## config.mk

```make
export PLATFORM = sky130hd
export DESIGN_NAME = stf_tx_frame
export DESIGN_NICKNAME = d
export VERILOG_FILES = /design/src/shared/stf_pkg.sv /design/src/rtl/stf_tx_frame.sv /design/src/rtl/stf_fifo.sv /design/src/rtl/stf_clock_monitor.sv
export SDC_FILE = /design/constraint.sdc
export NUM_CORES = 1
export LEC_CHECK = 0
export ABC_AREA = 1
export BUFFER_PORTS_ARGS = -buffer_cell sky130_fd_sc_hd__buf_2
export CAP_MARGIN = 20
export CORE_MARGIN = 10
export CORE_UTILIZATION = 35
export DETAILED_ROUTE_END_ITERATION = 8
export SYNTH_ARGS = -nofsm -noshare
export SYNTH_HDL_FRONTEND = slang
export SYNTH_SLANG_ARGS = --single-unit
```

## constraint.sdc

```tcl
create_clock -name pclk -period 13.4 [get_ports pclk]
set_input_delay 2.01 -clock pclk [delete_from_list [all_inputs] [get_ports pclk]]
set_output_delay 2.01 -clock pclk [all_outputs]
set_load 0.02 [all_outputs]
```

## src/shared/stf_pkg.sv

```systemverilog
/*
  Shared constants for the serial transmit frame control block: register
  offsets, field positions, reset values, frame kinds and fill patterns.
  Assumes a 32-bit APB register bus and a 20-bit parallel data word.
*/
`default_nettype none

package stf_pkg;

  // ---------------------------------------------------------------
  // Register map (byte addresses)
  // ---------------------------------------------------------------
  localparam logic [7:0] STF_CTRL_OFF   = 8'h00;
  localparam logic [7:0] STF_STATUS_OFF = 8'h04;
  localparam logic [7:0] STF_DISP_OFF   = 8'h08;
  localparam logic [7:0] STF_COUNT_OFF  = 8'h0c;

  // ---------------------------------------------------------------
  // Control register fields and reset value
  // ---------------------------------------------------------------
  localparam int STF_CTRL_FILL_BIT = 0;
  localparam int STF_CTRL_FLAG_BIT = 1;
  localparam int STF_CTRL_EXT_BIT  = 2;
  localparam int STF_CTRL_MON_BIT  = 3;
  localparam int STF_CTRL_WIDTH    = 4;
  localparam logic [3:0] STF_CTRL_RESET = 4'h8;

  // ---------------------------------------------------------------
  // Status register fields
  // ---------------------------------------------------------------
  localparam int STF_STAT_READY_BIT  = 0;
  localparam int STF_STAT_ENABLE_BIT = 1;
  localparam int STF_STAT_FLAG_BIT   = 2;
  localparam int STF_STAT_EXT_BIT    = 3;
  localparam int STF_STAT_LEVEL_LSB  = 8;

  // ---------------------------------------------------------------
  // Word layout and fill patterns
  // ---------------------------------------------------------------
  localparam int STF_DATA_WIDTH = 20;
  localparam int STF_CTRL_BITS  = 18;
  localparam int STF_DISP_WIDTH = 8;
  localparam logic [19:0] STF_CTRL_MASK = 20'h3ffff;
  localparam logic [19:0] STF_FILL_ZERO = 20'h003ff;
  localparam logic [19:0] STF_FILL_ONE_A = 20'h0ffff;
  localparam logic [19:0] STF_FILL_ONE_B = 20'h00f00;

  // Kinds of frame handed to the serializer.
  typedef enum logic [2:0] {
    STF_FILL_ZERO_K,
    STF_FILL_ONE_A_K,
    STF_FILL_ONE_B_K,
    STF_DATA_K,
    STF_CONTROL_K
  } stf_frame_t;

endpackage

`default_nettype wire

```

## src/rtl/stf_tx_frame.sv

```systemverilog
/*
  Transmit frame control: decides per frame cycle whether a data word, a
  control word or a fill frame goes to the serializer, drives the
  ready-for-data handshake, the flag bit and the serial clock selection.
  Assumes inputs synchronous to pclk, an APB master on the register bus,
  and a serializer that takes one frame per cycle when frame_ready is high.
*/
// Overview of operation
// - Ready-for-data toward the user is gated by the link enable input.
// - External clock select makes the parallel clock the serial clock.
// - Fill frame whenever no control or data word, or link disabled.
// - Fill select low gives zero fill frame, high gives a one-type fill.
// - One-type fill variant a or b chosen by running line DC balance.
// - Flag mode high sends the flag input as an extra transparent bit.
// - Flag mode low ignores flag input and toggles flag each data frame.
// - Clock monitor reproduces the divided clock actually used to serialize.
// - Clock monitor outputs power down when monitor power is off.
// - User asserts data available only while ready; word becomes data frame.
// - Ready-for-data is link enable retimed into the frame clock, held low while the buffer is full.
`timescale 1ns/10ps
`default_nettype none

module stf_tx_frame
  import stf_pkg::*;
#(
  parameter int DATA_WIDTH = STF_DATA_WIDTH,
  parameter int FIFO_DEPTH = 16
) (
  // Clock and reset.
  input  wire logic                  pclk,
  input  wire logic                  presetn,
  // APB slave.
  input  wire logic                  psel,
  input  wire logic                  penable,
  input  wire logic                  pwrite,
  input  wire logic [7:0]            paddr,
  input  wire logic [31:0]           pwdata,
  output logic      [31:0]           prdata,
  output logic                       pready,
  output logic                       pslverr,
  // User parallel data side.
  input  wire logic [DATA_WIDTH-1:0] data_in,
  input  wire logic                  flag_in,
  input  wire logic                  data_available_n,
  input  wire logic                  control_available,
  output logic                       ready_for_data_out,
  // Receiver startup state machine.
  input  wire logic                  link_enable_in,
  // Clock sources.
  input  wire logic                  vco_clock_in,
  input  wire logic                  parallel_clock_in,
  // Serializer side.
  input  wire logic                  frame_ready,
  output stf_frame_t                 frame_kind_out,
  output logic      [DATA_WIDTH-1:0] frame_word_out,
  output logic                       frame_flag_out,
  output logic                       serial_clock_external,
  // Clock monitor pins.
  output logic                       monitor_out,
  output logic                       monitor_out_n,
  output logic                       monitor_powered
);

  // ---------------------------------------------------------------
  // Declarations
  // ---------------------------------------------------------------
  localparam int FW = DATA_WIDTH + 1;
  localparam int LW = $clog2(FIFO_DEPTH) + 1;

  logic [STF_CTRL_WIDTH-1:0]       ctrl_reg;
  logic [STF_CTRL_WIDTH-1:0]       ctrl_next;
  logic [31:0]                     prdata_reg;
  logic [31:0]                     count_reg;
  logic signed [STF_DISP_WIDTH-1:0] disp_reg;
  logic signed [STF_DISP_WIDTH-1:0] disp_next;
  logic                            enable_reg;
  logic                            toggle_reg;
  stf_frame_t                      kind_reg;
  stf_frame_t                      kind_next;
  logic [DATA_WIDTH-1:0]           word_reg;
  logic [DATA_WIDTH-1:0]           word_next;
  logic                            flag_reg;
  logic                            flag_next;

  logic                            fill_sel;
  logic                            flag_mode;
  logic                            apb_setup;
  logic                            apb_write;
  logic                            addr_hit;
  logic [31:0]                     read_mux;
  logic                            fifo_in_valid;
  logic                            fifo_in_ready;
  logic [FW-1:0]                   fifo_in_data;
  logic                            fifo_out_valid;
  logic                            fifo_pop;
  logic [FW-1:0]                   fifo_out_data;
  logic [LW-1:0]                   fifo_level;
  logic                            take_word;
  logic                            word_is_ctrl;
  logic                            sent_flag;

  // ---------------------------------------------------------------
  // Helpers
  // ---------------------------------------------------------------

  // Signed imbalance of a word: ones minus zeros.
  function automatic logic signed [STF_DISP_WIDTH-1:0] word_balance(
    input logic [DATA_WIDTH-1:0] w
  );
    logic signed [STF_DISP_WIDTH-1:0] acc;
    acc = '0;
    for (int i = 0; i < DATA_WIDTH; i++) begin
      acc = w[i] ? acc + 8'sd1 : acc - 8'sd1;
    end
    return acc;
  endfunction

  // ---------------------------------------------------------------
  // APB register file
  // ---------------------------------------------------------------

  // Every access completes in its first access cycle; unmapped reads give
  // zero and raise pslverr.
  assign fill_sel  = ctrl_reg[STF_CTRL_FILL_BIT];
  assign flag_mode = ctrl_reg[STF_CTRL_FLAG_BIT];
  assign apb_setup = psel & ~penable;
  assign apb_write = psel & penable & pwrite;
  assign addr_hit  = (paddr == STF_CTRL_OFF) | (paddr == STF_STATUS_OFF) |
                     (paddr == STF_DISP_OFF) | (paddr == STF_COUNT_OFF);
  assign pready    = 1'b1;
  assign pslverr   = psel & penable & ~addr_hit;
  assign prdata    = prdata_reg;

  // Read selection; the status word shows the live block state.
  assign read_mux =
    (paddr == STF_CTRL_OFF)   ? {28'h0000000, ctrl_reg} :
    (paddr == STF_STATUS_OFF) ? {{(32-STF_STAT_LEVEL_LSB-LW){1'b0}}, fifo_level,
                                 4'h0, serial_clock_external, toggle_reg,
                                 enable_reg, ready_for_data_out} :
    (paddr == STF_DISP_OFF)   ? {{(32-STF_DISP_WIDTH){disp_reg[STF_DISP_WIDTH-1]}},
                                 disp_reg} :
    (paddr == STF_COUNT_OFF)  ? count_reg : 32'h00000000;

  assign ctrl_next = (apb_write && paddr == STF_CTRL_OFF) ?
                     pwdata[STF_CTRL_WIDTH-1:0] : ctrl_reg;

  // Control register, written in the access cycle, and read data, captured in the setup cycle.
  always_ff @(posedge pclk or negedge presetn) begin
    if (!presetn) begin
      ctrl_reg   <= STF_CTRL_RESET;
      prdata_reg <= 32'h00000000;
    end else begin
      ctrl_reg <= ctrl_next;
      if (apb_setup) prdata_reg <= read_mux;
    end
  end

  // ---------------------------------------------------------------
  // Ready-for-data handshake and input buffering
  // ---------------------------------------------------------------

  // The enable is retimed once so the user sees it in frame timing.
  always_ff @(posedge pclk or negedge presetn) begin
    if (!presetn) enable_reg <= 1'b0;
    else          enable_reg <= link_enable_in;
  end

  // Ready also falls when the buffer is full, so the user is stalled
  // instead of losing a word when the serializer holds off.
  assign ready_for_data_out = enable_reg & fifo_in_ready;

  // A word is taken only while ready is shown; a control word wins
  // over data when both are offered in one cycle.
  assign word_is_ctrl  = control_available;
  assign fifo_in_valid = ready_for_data_out &
                         (control_available | ~data_available_n);
  assign fifo_in_data  = word_is_ctrl ?
                         {1'b1, data_in & STF_CTRL_MASK[DATA_WIDTH-1:0]} :
                         {1'b0, data_in};

  // The flag bit is carried beside the word; control words carry zero.
  stf_fifo #(
    .WIDTH (FW + 1),
    .DEPTH (FIFO_DEPTH)
  ) u_fifo (
    .pclk      (pclk),
    .presetn   (presetn),
    .in_valid  (fifo_in_valid),
    .in_ready  (fifo_in_ready),
    .in_data   ({fifo_in_data, flag_in & ~word_is_ctrl}),
    .out_ready (fifo_pop),
    .out_valid (fifo_out_valid),
    .out_data  ({fifo_out_data, sent_flag}),
    .level     (fifo_level)
  );

  // ---------------------------------------------------------------
  // Frame selection
  // ---------------------------------------------------------------

  // One decision per cycle while the serializer accepts a frame.
  assign take_word = frame_ready & enable_reg & fifo_out_valid;
  assign fifo_pop  = take_word;

  // Choose the next frame and work out its effect on the line balance.
  always_comb begin
    kind_next = kind_reg;
    word_next = word_reg;
    flag_next = flag_reg;
    if (frame_ready) begin
      if (take_word) begin
        kind_next = fifo_out_data[FW-1] ? STF_CONTROL_K : STF_DATA_K;
        word_next = fifo_out_data[DATA_WIDTH-1:0];
        flag_next = flag_mode ? sent_flag : toggle_reg;
      end else if (!fill_sel) begin
        kind_next = STF_FILL_ZERO_K;
        word_next = STF_FILL_ZERO[DATA_WIDTH-1:0];
        flag_next = 1'b0;
      end else if (disp_reg <= 0) begin
        kind_next = STF_FILL_ONE_A_K;
        word_next = STF_FILL_ONE_A[DATA_WIDTH-1:0];
        flag_next = 1'b1;
      end else begin
        kind_next = STF_FILL_ONE_B_K;
        word_next = STF_FILL_ONE_B[DATA_WIDTH-1:0];
        flag_next = 1'b0;
      end
    end
  end

  // Running balance saturates instead of wrapping, so a long run of
  // one-polarity data cannot flip the sign and pick the wrong variant.
  always_comb begin
    disp_next = disp_reg;
    if (frame_ready) begin
      if (word_balance(word_next) > 0 && disp_reg > 8'sd100)
        disp_next = 8'sd127;
      else if (word_balance(word_next) < 0 && disp_reg < -8'sd100)
        disp_next = -8'sd128;
      else
        disp_next = disp_reg + word_balance(word_next);
    end
  end

  // Frame registers, balance, alternating flag and data frame count.
  always_ff @(posedge pclk or negedge presetn) begin
    if (!presetn) begin
      kind_reg   <= STF_FILL_ZERO_K;
      word_reg   <= '0;
      flag_reg   <= 1'b0;
      disp_reg   <= '0;
      toggle_reg <= 1'b0;
      count_reg  <= 32'h00000000;
    end else begin
      kind_reg <= kind_next;
      word_reg <= word_next;
      flag_reg <= flag_next;
      disp_reg <= disp_next;
      if (take_word && !fifo_out_data[FW-1]) begin
        toggle_reg <= ~toggle_reg;
        count_reg  <= count_reg + 32'h00000001;
      end
    end
  end

  assign frame_kind_out = kind_reg;
  assign frame_word_out = word_reg;
  assign frame_flag_out = flag_reg;

  // ---------------------------------------------------------------
  // Serial clock selection and monitor
  // ---------------------------------------------------------------

  // Nothing here retimes data onto the external clock; the source must
  // already run from the link's clock in that mode.
  stf_clock_monitor u_clock_monitor (
    .pclk                         (pclk),
    .presetn                      (presetn),
    .external_serial_clock_select (ctrl_reg[STF_CTRL_EXT_BIT]),
    .serial_clock_monitor_power   (ctrl_reg[STF_CTRL_MON_BIT]),
    .vco_clock_in                 (vco_clock_in),
    .parallel_clock_in            (parallel_clock_in),
    .serial_clock_external        (serial_clock_external),
    .monitor_out                  (monitor_out),
    .monitor_out_n                (monitor_out_n),
    .monitor_powered              (monitor_powered)
  );

endmodule

`default_nettype wire

```

## src/rtl/stf_fifo.sv

```systemverilog
/*
  Synchronous FIFO of flip-flops with valid/ready on both sides.
  Assumes one clock, active-low asynchronous reset, and DEPTH a power of two.
*/
`timescale 1ns/10ps
`default_nettype none

module stf_fifo #(
  parameter int WIDTH = 21,
  parameter int DEPTH = 16
) (
  // Clock and reset.
  input  wire logic                     pclk,
  input  wire logic                     presetn,
  // Fill side.
  input  wire logic                     in_valid,
  output logic                          in_ready,
  input  wire logic [WIDTH-1:0]         in_data,
  // Drain side.
  input  wire logic                     out_ready,
  output logic                          out_valid,
  output logic      [WIDTH-1:0]         out_data,
  // Fill level.
  output logic      [$clog2(DEPTH):0]   level
);

  localparam int AW = $clog2(DEPTH);

  logic [WIDTH-1:0] mem_reg [DEPTH];
  logic [AW:0]      wr_ptr_reg;
  logic [AW:0]      rd_ptr_reg;
  logic             push;
  logic             pop;

  // Full when pointers differ only in the wrap bit; empty when equal.
  assign level     = wr_ptr_reg - rd_ptr_reg;
  assign in_ready  = (level != (AW+1)'(DEPTH));
  assign out_valid = (wr_ptr_reg != rd_ptr_reg);
  assign push      = in_valid & in_ready;
  assign pop       = out_valid & out_ready;
  assign out_data  = mem_reg[rd_ptr_reg[AW-1:0]];

  // Pointers.
  always_ff @(posedge pclk or negedge presetn) begin
    if (!presetn) begin
      wr_ptr_reg <= '0;
      rd_ptr_reg <= '0;
    end else begin
      if (push) wr_ptr_reg <= wr_ptr_reg + 1'b1;
      if (pop)  rd_ptr_reg <= rd_ptr_reg + 1'b1;
    end
  end

  // Storage carries no reset; a word is only read after it was written.
  always_ff @(posedge pclk) begin
    if (push) mem_reg[wr_ptr_reg[AW-1:0]] <= in_data;
  end

endmodule

`default_nettype wire

```

## src/rtl/stf_clock_monitor.sv

```systemverilog
/*
  Serial clock source selection and clock monitor.
  Assumes both candidate clocks arrive as levels sampled on pclk and that
  the analog serializer takes its source from serial_clock_external.
*/
`timescale 1ns/10ps
`default_nettype none

module stf_clock_monitor (
  // Clock and reset.
  input  wire logic pclk,
  input  wire logic presetn,
  // Configuration.
  input  wire logic external_serial_clock_select,
  input  wire logic serial_clock_monitor_power,
  // Candidate clocks, sampled.
  input  wire logic vco_clock_in,
  input  wire logic parallel_clock_in,
  // Outputs.
  output logic      serial_clock_external,
  output logic      monitor_out,
  output logic      monitor_out_n,
  output logic      monitor_powered
);

  logic sel_reg;
  logic src_reg;
  logic src_d_reg;
  logic div_reg;
  logic pwr_reg;
  logic src_now;

  // The monitor follows whichever clock actually drives the serializer.
  assign src_now = sel_reg ? parallel_clock_in : vco_clock_in;

  // Source register, edge detector and divide-by-two toggle.
  always_ff @(posedge pclk or negedge presetn) begin
    if (!presetn) begin
      sel_reg   <= 1'b0;
      src_reg   <= 1'b0;
      src_d_reg <= 1'b0;
      div_reg   <= 1'b0;
      pwr_reg   <= 1'b0;
    end else begin
      sel_reg   <= external_serial_clock_select;
      src_reg   <= src_now;
      src_d_reg <= src_reg;
      pwr_reg   <= serial_clock_monitor_power;
      if (!pwr_reg) div_reg <= 1'b0;
      else if (src_reg & ~src_d_reg) div_reg <= ~div_reg;
    end
  end

  // Powered down, both monitor legs rest low and the enable drops.
  assign serial_clock_external = sel_reg;
  assign monitor_powered       = pwr_reg;
  assign monitor_out           = pwr_reg & div_reg;
  assign monitor_out_n         = pwr_reg & ~div_reg;

endmodule

`default_nettype wire

```

==> impl_results.md <==
- Finished Core Util: 0.430
- CP Data Required Time: 13.88 ns
- Commonest non-fill, non-tap cell in the layout: nand2_1
- Full die area: 80600 µm²
- Die width: 284 µm
- Clk slew on worst S/H paths: 0.06 ns
- Final Hold Viols: 0
- Synth async-reset ratio: 0.249
- Fmax: 0.0728 GHz
- Delay of the slowest critical-path stage: 0.60 ns
- Die Span Y: 284 µm
- Port buffer count: 105
- Synth Cell Area: 24400 µm²
- Clk root buf: clkbuf_16
- GR Overflow Total: 0
- Crit path arrival time: 14.21 ns
- Syn nets: 2702
- GRT Resource Usage Total: 0.160
- Htree depth: 2
- Synth unique cells: 58
- Iteration-0 DRC Markers: 1122
- Tightest hold margin: 0.389 ns
- RePlAce Congestion: 0.841
- Final period util: 1.02
- Crit-path slowest cell: fa_2
- Synthesized flop and latch total: 469
- WL/cell: 17.7 µm
- WP buf/inv: 25
- GR Util met3: 0.0258
- Via/cell ratio: 4.95
- First-pass GRT wire length: 104000 µm
- Largest delay share family, worst path: adder cells
- Fin crit period: 13.73 ns
- Kind of critical path: input pin to register
- Total negative slack: -2.41 ns
- Number of cell rows: 96
- RSZ-0062 raised after global routing: true
- Synth-to-Final Area Change: 21.5%
- # clock sinks: 469
- Setup crit end kind: register
- Max-Cap Viols: 0
- Post-CTS Hold Fix Bufs: 0
- Most frequent cells in the layout: nand2_1, edfxtp_1, inv_1
- CTS buffer count: 48
- Routed WL: 65800 µm
- Max Slew Vio Count: 0
- Syn_area_per_cell: 9.78 µm²
- Grt met2 use: 0.269
- Violated checks: negative setup slack
- Final worst slack: -0.333 ns
- DRC viols: 0
- Number of synthesized flops with an enable pin: 352
- Floorplan core area: 68800 µm²
- Post-DRT Antenna Nets: 0
- Share of post-route cells with drive strength above 1: 0.202
- Register area share after synthesis: 0.554
- Ports: 135
- Cell mode on critical path: ha_4
- Number of global-route vias before repair: 18699
- Nets: 2960
- Met1 GRT Util: 0.205
- Hold Crit Class: register to register
- Synthesized instance count: 2492
- CP Launch Type: input pin
- Slew margin rel.: 0.249
- Largest register FFs: 352
- Final setup vio count: 8
- Top Usage Layer GRT: met2
- Clock Tree Buf Depth: 3
- Worst Tran Pin Value: 1.13 ns
- Crit path max fanout: 5
- Clock Skews: 0.0154 ns
- DRT Pass-1 Iters: 6
- Clk Latency, worst-skew pair: 0.59 ns
- Initial core utilization: 0.354
- Warnings from Yosys: 0
- Via count: 18436
- Status: complete, but fails checks
- Most used flip-flop cell after synthesis: edfxtp_1
- TritonCTS clock tree: done
- Largest net degree at the start of global routing: 83
- R2R setup slack: -0.02 ns
- DP HPWL: 43500 µm
- Initial antenna violation count: 3
[final cells by class]
class                           instances  area [µm²]
Fill cell                            6454       39200
Sequential cell                       469       13500
Multi-Input combinational cell       1616       10200
Timing Repair Buffer                  296        2020
Clock buffer                           65        1340
Inverter                              319        1200
Tap cell                              931        1160
Clock inverter                         24         211
Antenna cell                            3        7.51
[kinds of logic (layout without fill, tap and decap cells)]
family	Yosys count	count (layout)	synth area share
mux	5	5	0.00231
other cells	1	4	0.000154
buf+inv	407	704	0.0693
flops	469	469	0.554
simple gates	922	922	0.157
xor+xnor	114	114	0.0413
compound gates	436	436	0.101
fa+ha+maj	138	138	0.0751
[cell usage after synthesis, types with 5 or more instances]
| cell | number | area [µm²] |
|---|---|---|
| nand2_1 | 498 | 1870 |
| mux2_2 | 5 | 56.3 |
| a21o_1 | 6 | 45.0 |
| o21ai_1 | 21 | 105 |
| o211ai_1 | 25 | 188 |
| nand2_2 | 5 | 31.3 |
| nand4_1 | 16 | 100 |
| o31ai_1 | 7 | 52.6 |
| ha_1 | 124 | 1550 |
| inv_1 | 311 | 1170 |
| nor2_1 | 223 | 837 |
| buf_4 | 16 | 120 |
| xnor2_1 | 54 | 473 |
| dfrtp_1 | 116 | 2900 |
| o22ai_1 | 17 | 106 |
| nor4_1 | 6 | 37.5 |
| nand3_1 | 141 | 706 |
| a21oi_1 | 140 | 701 |
| a22oi_1 | 6 | 45.0 |
| nor3_1 | 13 | 65.1 |
| xor2_1 | 59 | 517 |
| buf_6 | 9 | 101 |
| buf_2 | 24 | 120 |
| o21ai_0 | 175 | 876 |
| clkbuf_1 | 35 | 131 |
| fa_1 | 14 | 280 |
| edfxtp_1 | 352 | 10600 |
| inv_2 | 5 | 18.8 |
| o221ai_1 | 13 | 114 |
[per-layer routing]
metal / routed length [µm] / vias up / share of wire
met4: 1890 / 0 / 0.029
met1: 28700 / 8905 / 0.44
li1: - / 8927 / -
met2: 31300 / 502 / 0.48
met3: 3900 / 102 / 0.059
met5: 0 / - / 0
[stage by stage]
stage | cell area, µm² | cells | setup WS, ns
floorplan | 25000 | 2492 | -0.346
global placement | 27600 | 3618 | -1.14
detailed placement | 27600 | 3618 | -1.29
CTS | 29200 | 3712 | -0.408
global route | 29600 | 3721 | -1.09
finish | 29600 | 3723 | -0.333
[final timing paths]
kind,start,to,depth (start not counted)
setup / recovery,frame_ready,disp_reg[7]$_DFFE_PN0P_,81
hold / removal,u_clock_monitor.src_reg$_DFF_PN0_,u_clock_monitor.src_d_reg$_DFF_PN0_,0
setup reg to reg,u_fifo.rd_ptr_reg[0]$_DFFE_PN0P_,disp_reg[7]$_DFFE_PN0P_,84
hold reg to reg,u_clock_monitor.src_reg$_DFF_PN0_,u_clock_monitor.src_d_reg$_DFF_PN0_,0
max in group asynchronous,presetn,u_fifo.rd_ptr_reg[0]$_DFFE_PN0P_,2
min in group asynchronous,presetn,count_reg[25]$_DFFE_PN0P_,1
[timing repair]
action                                 CTS  global route
setup endpoints to repair                8             8
endpoints found under the hold margin    0             0
buffers inserted                         5             7
pin swaps                               16            48
resized for setup                       17            63
Power is not shown: default switching activity piles up to over one toggle a cycle in this logic, so the estimate is an artifact.
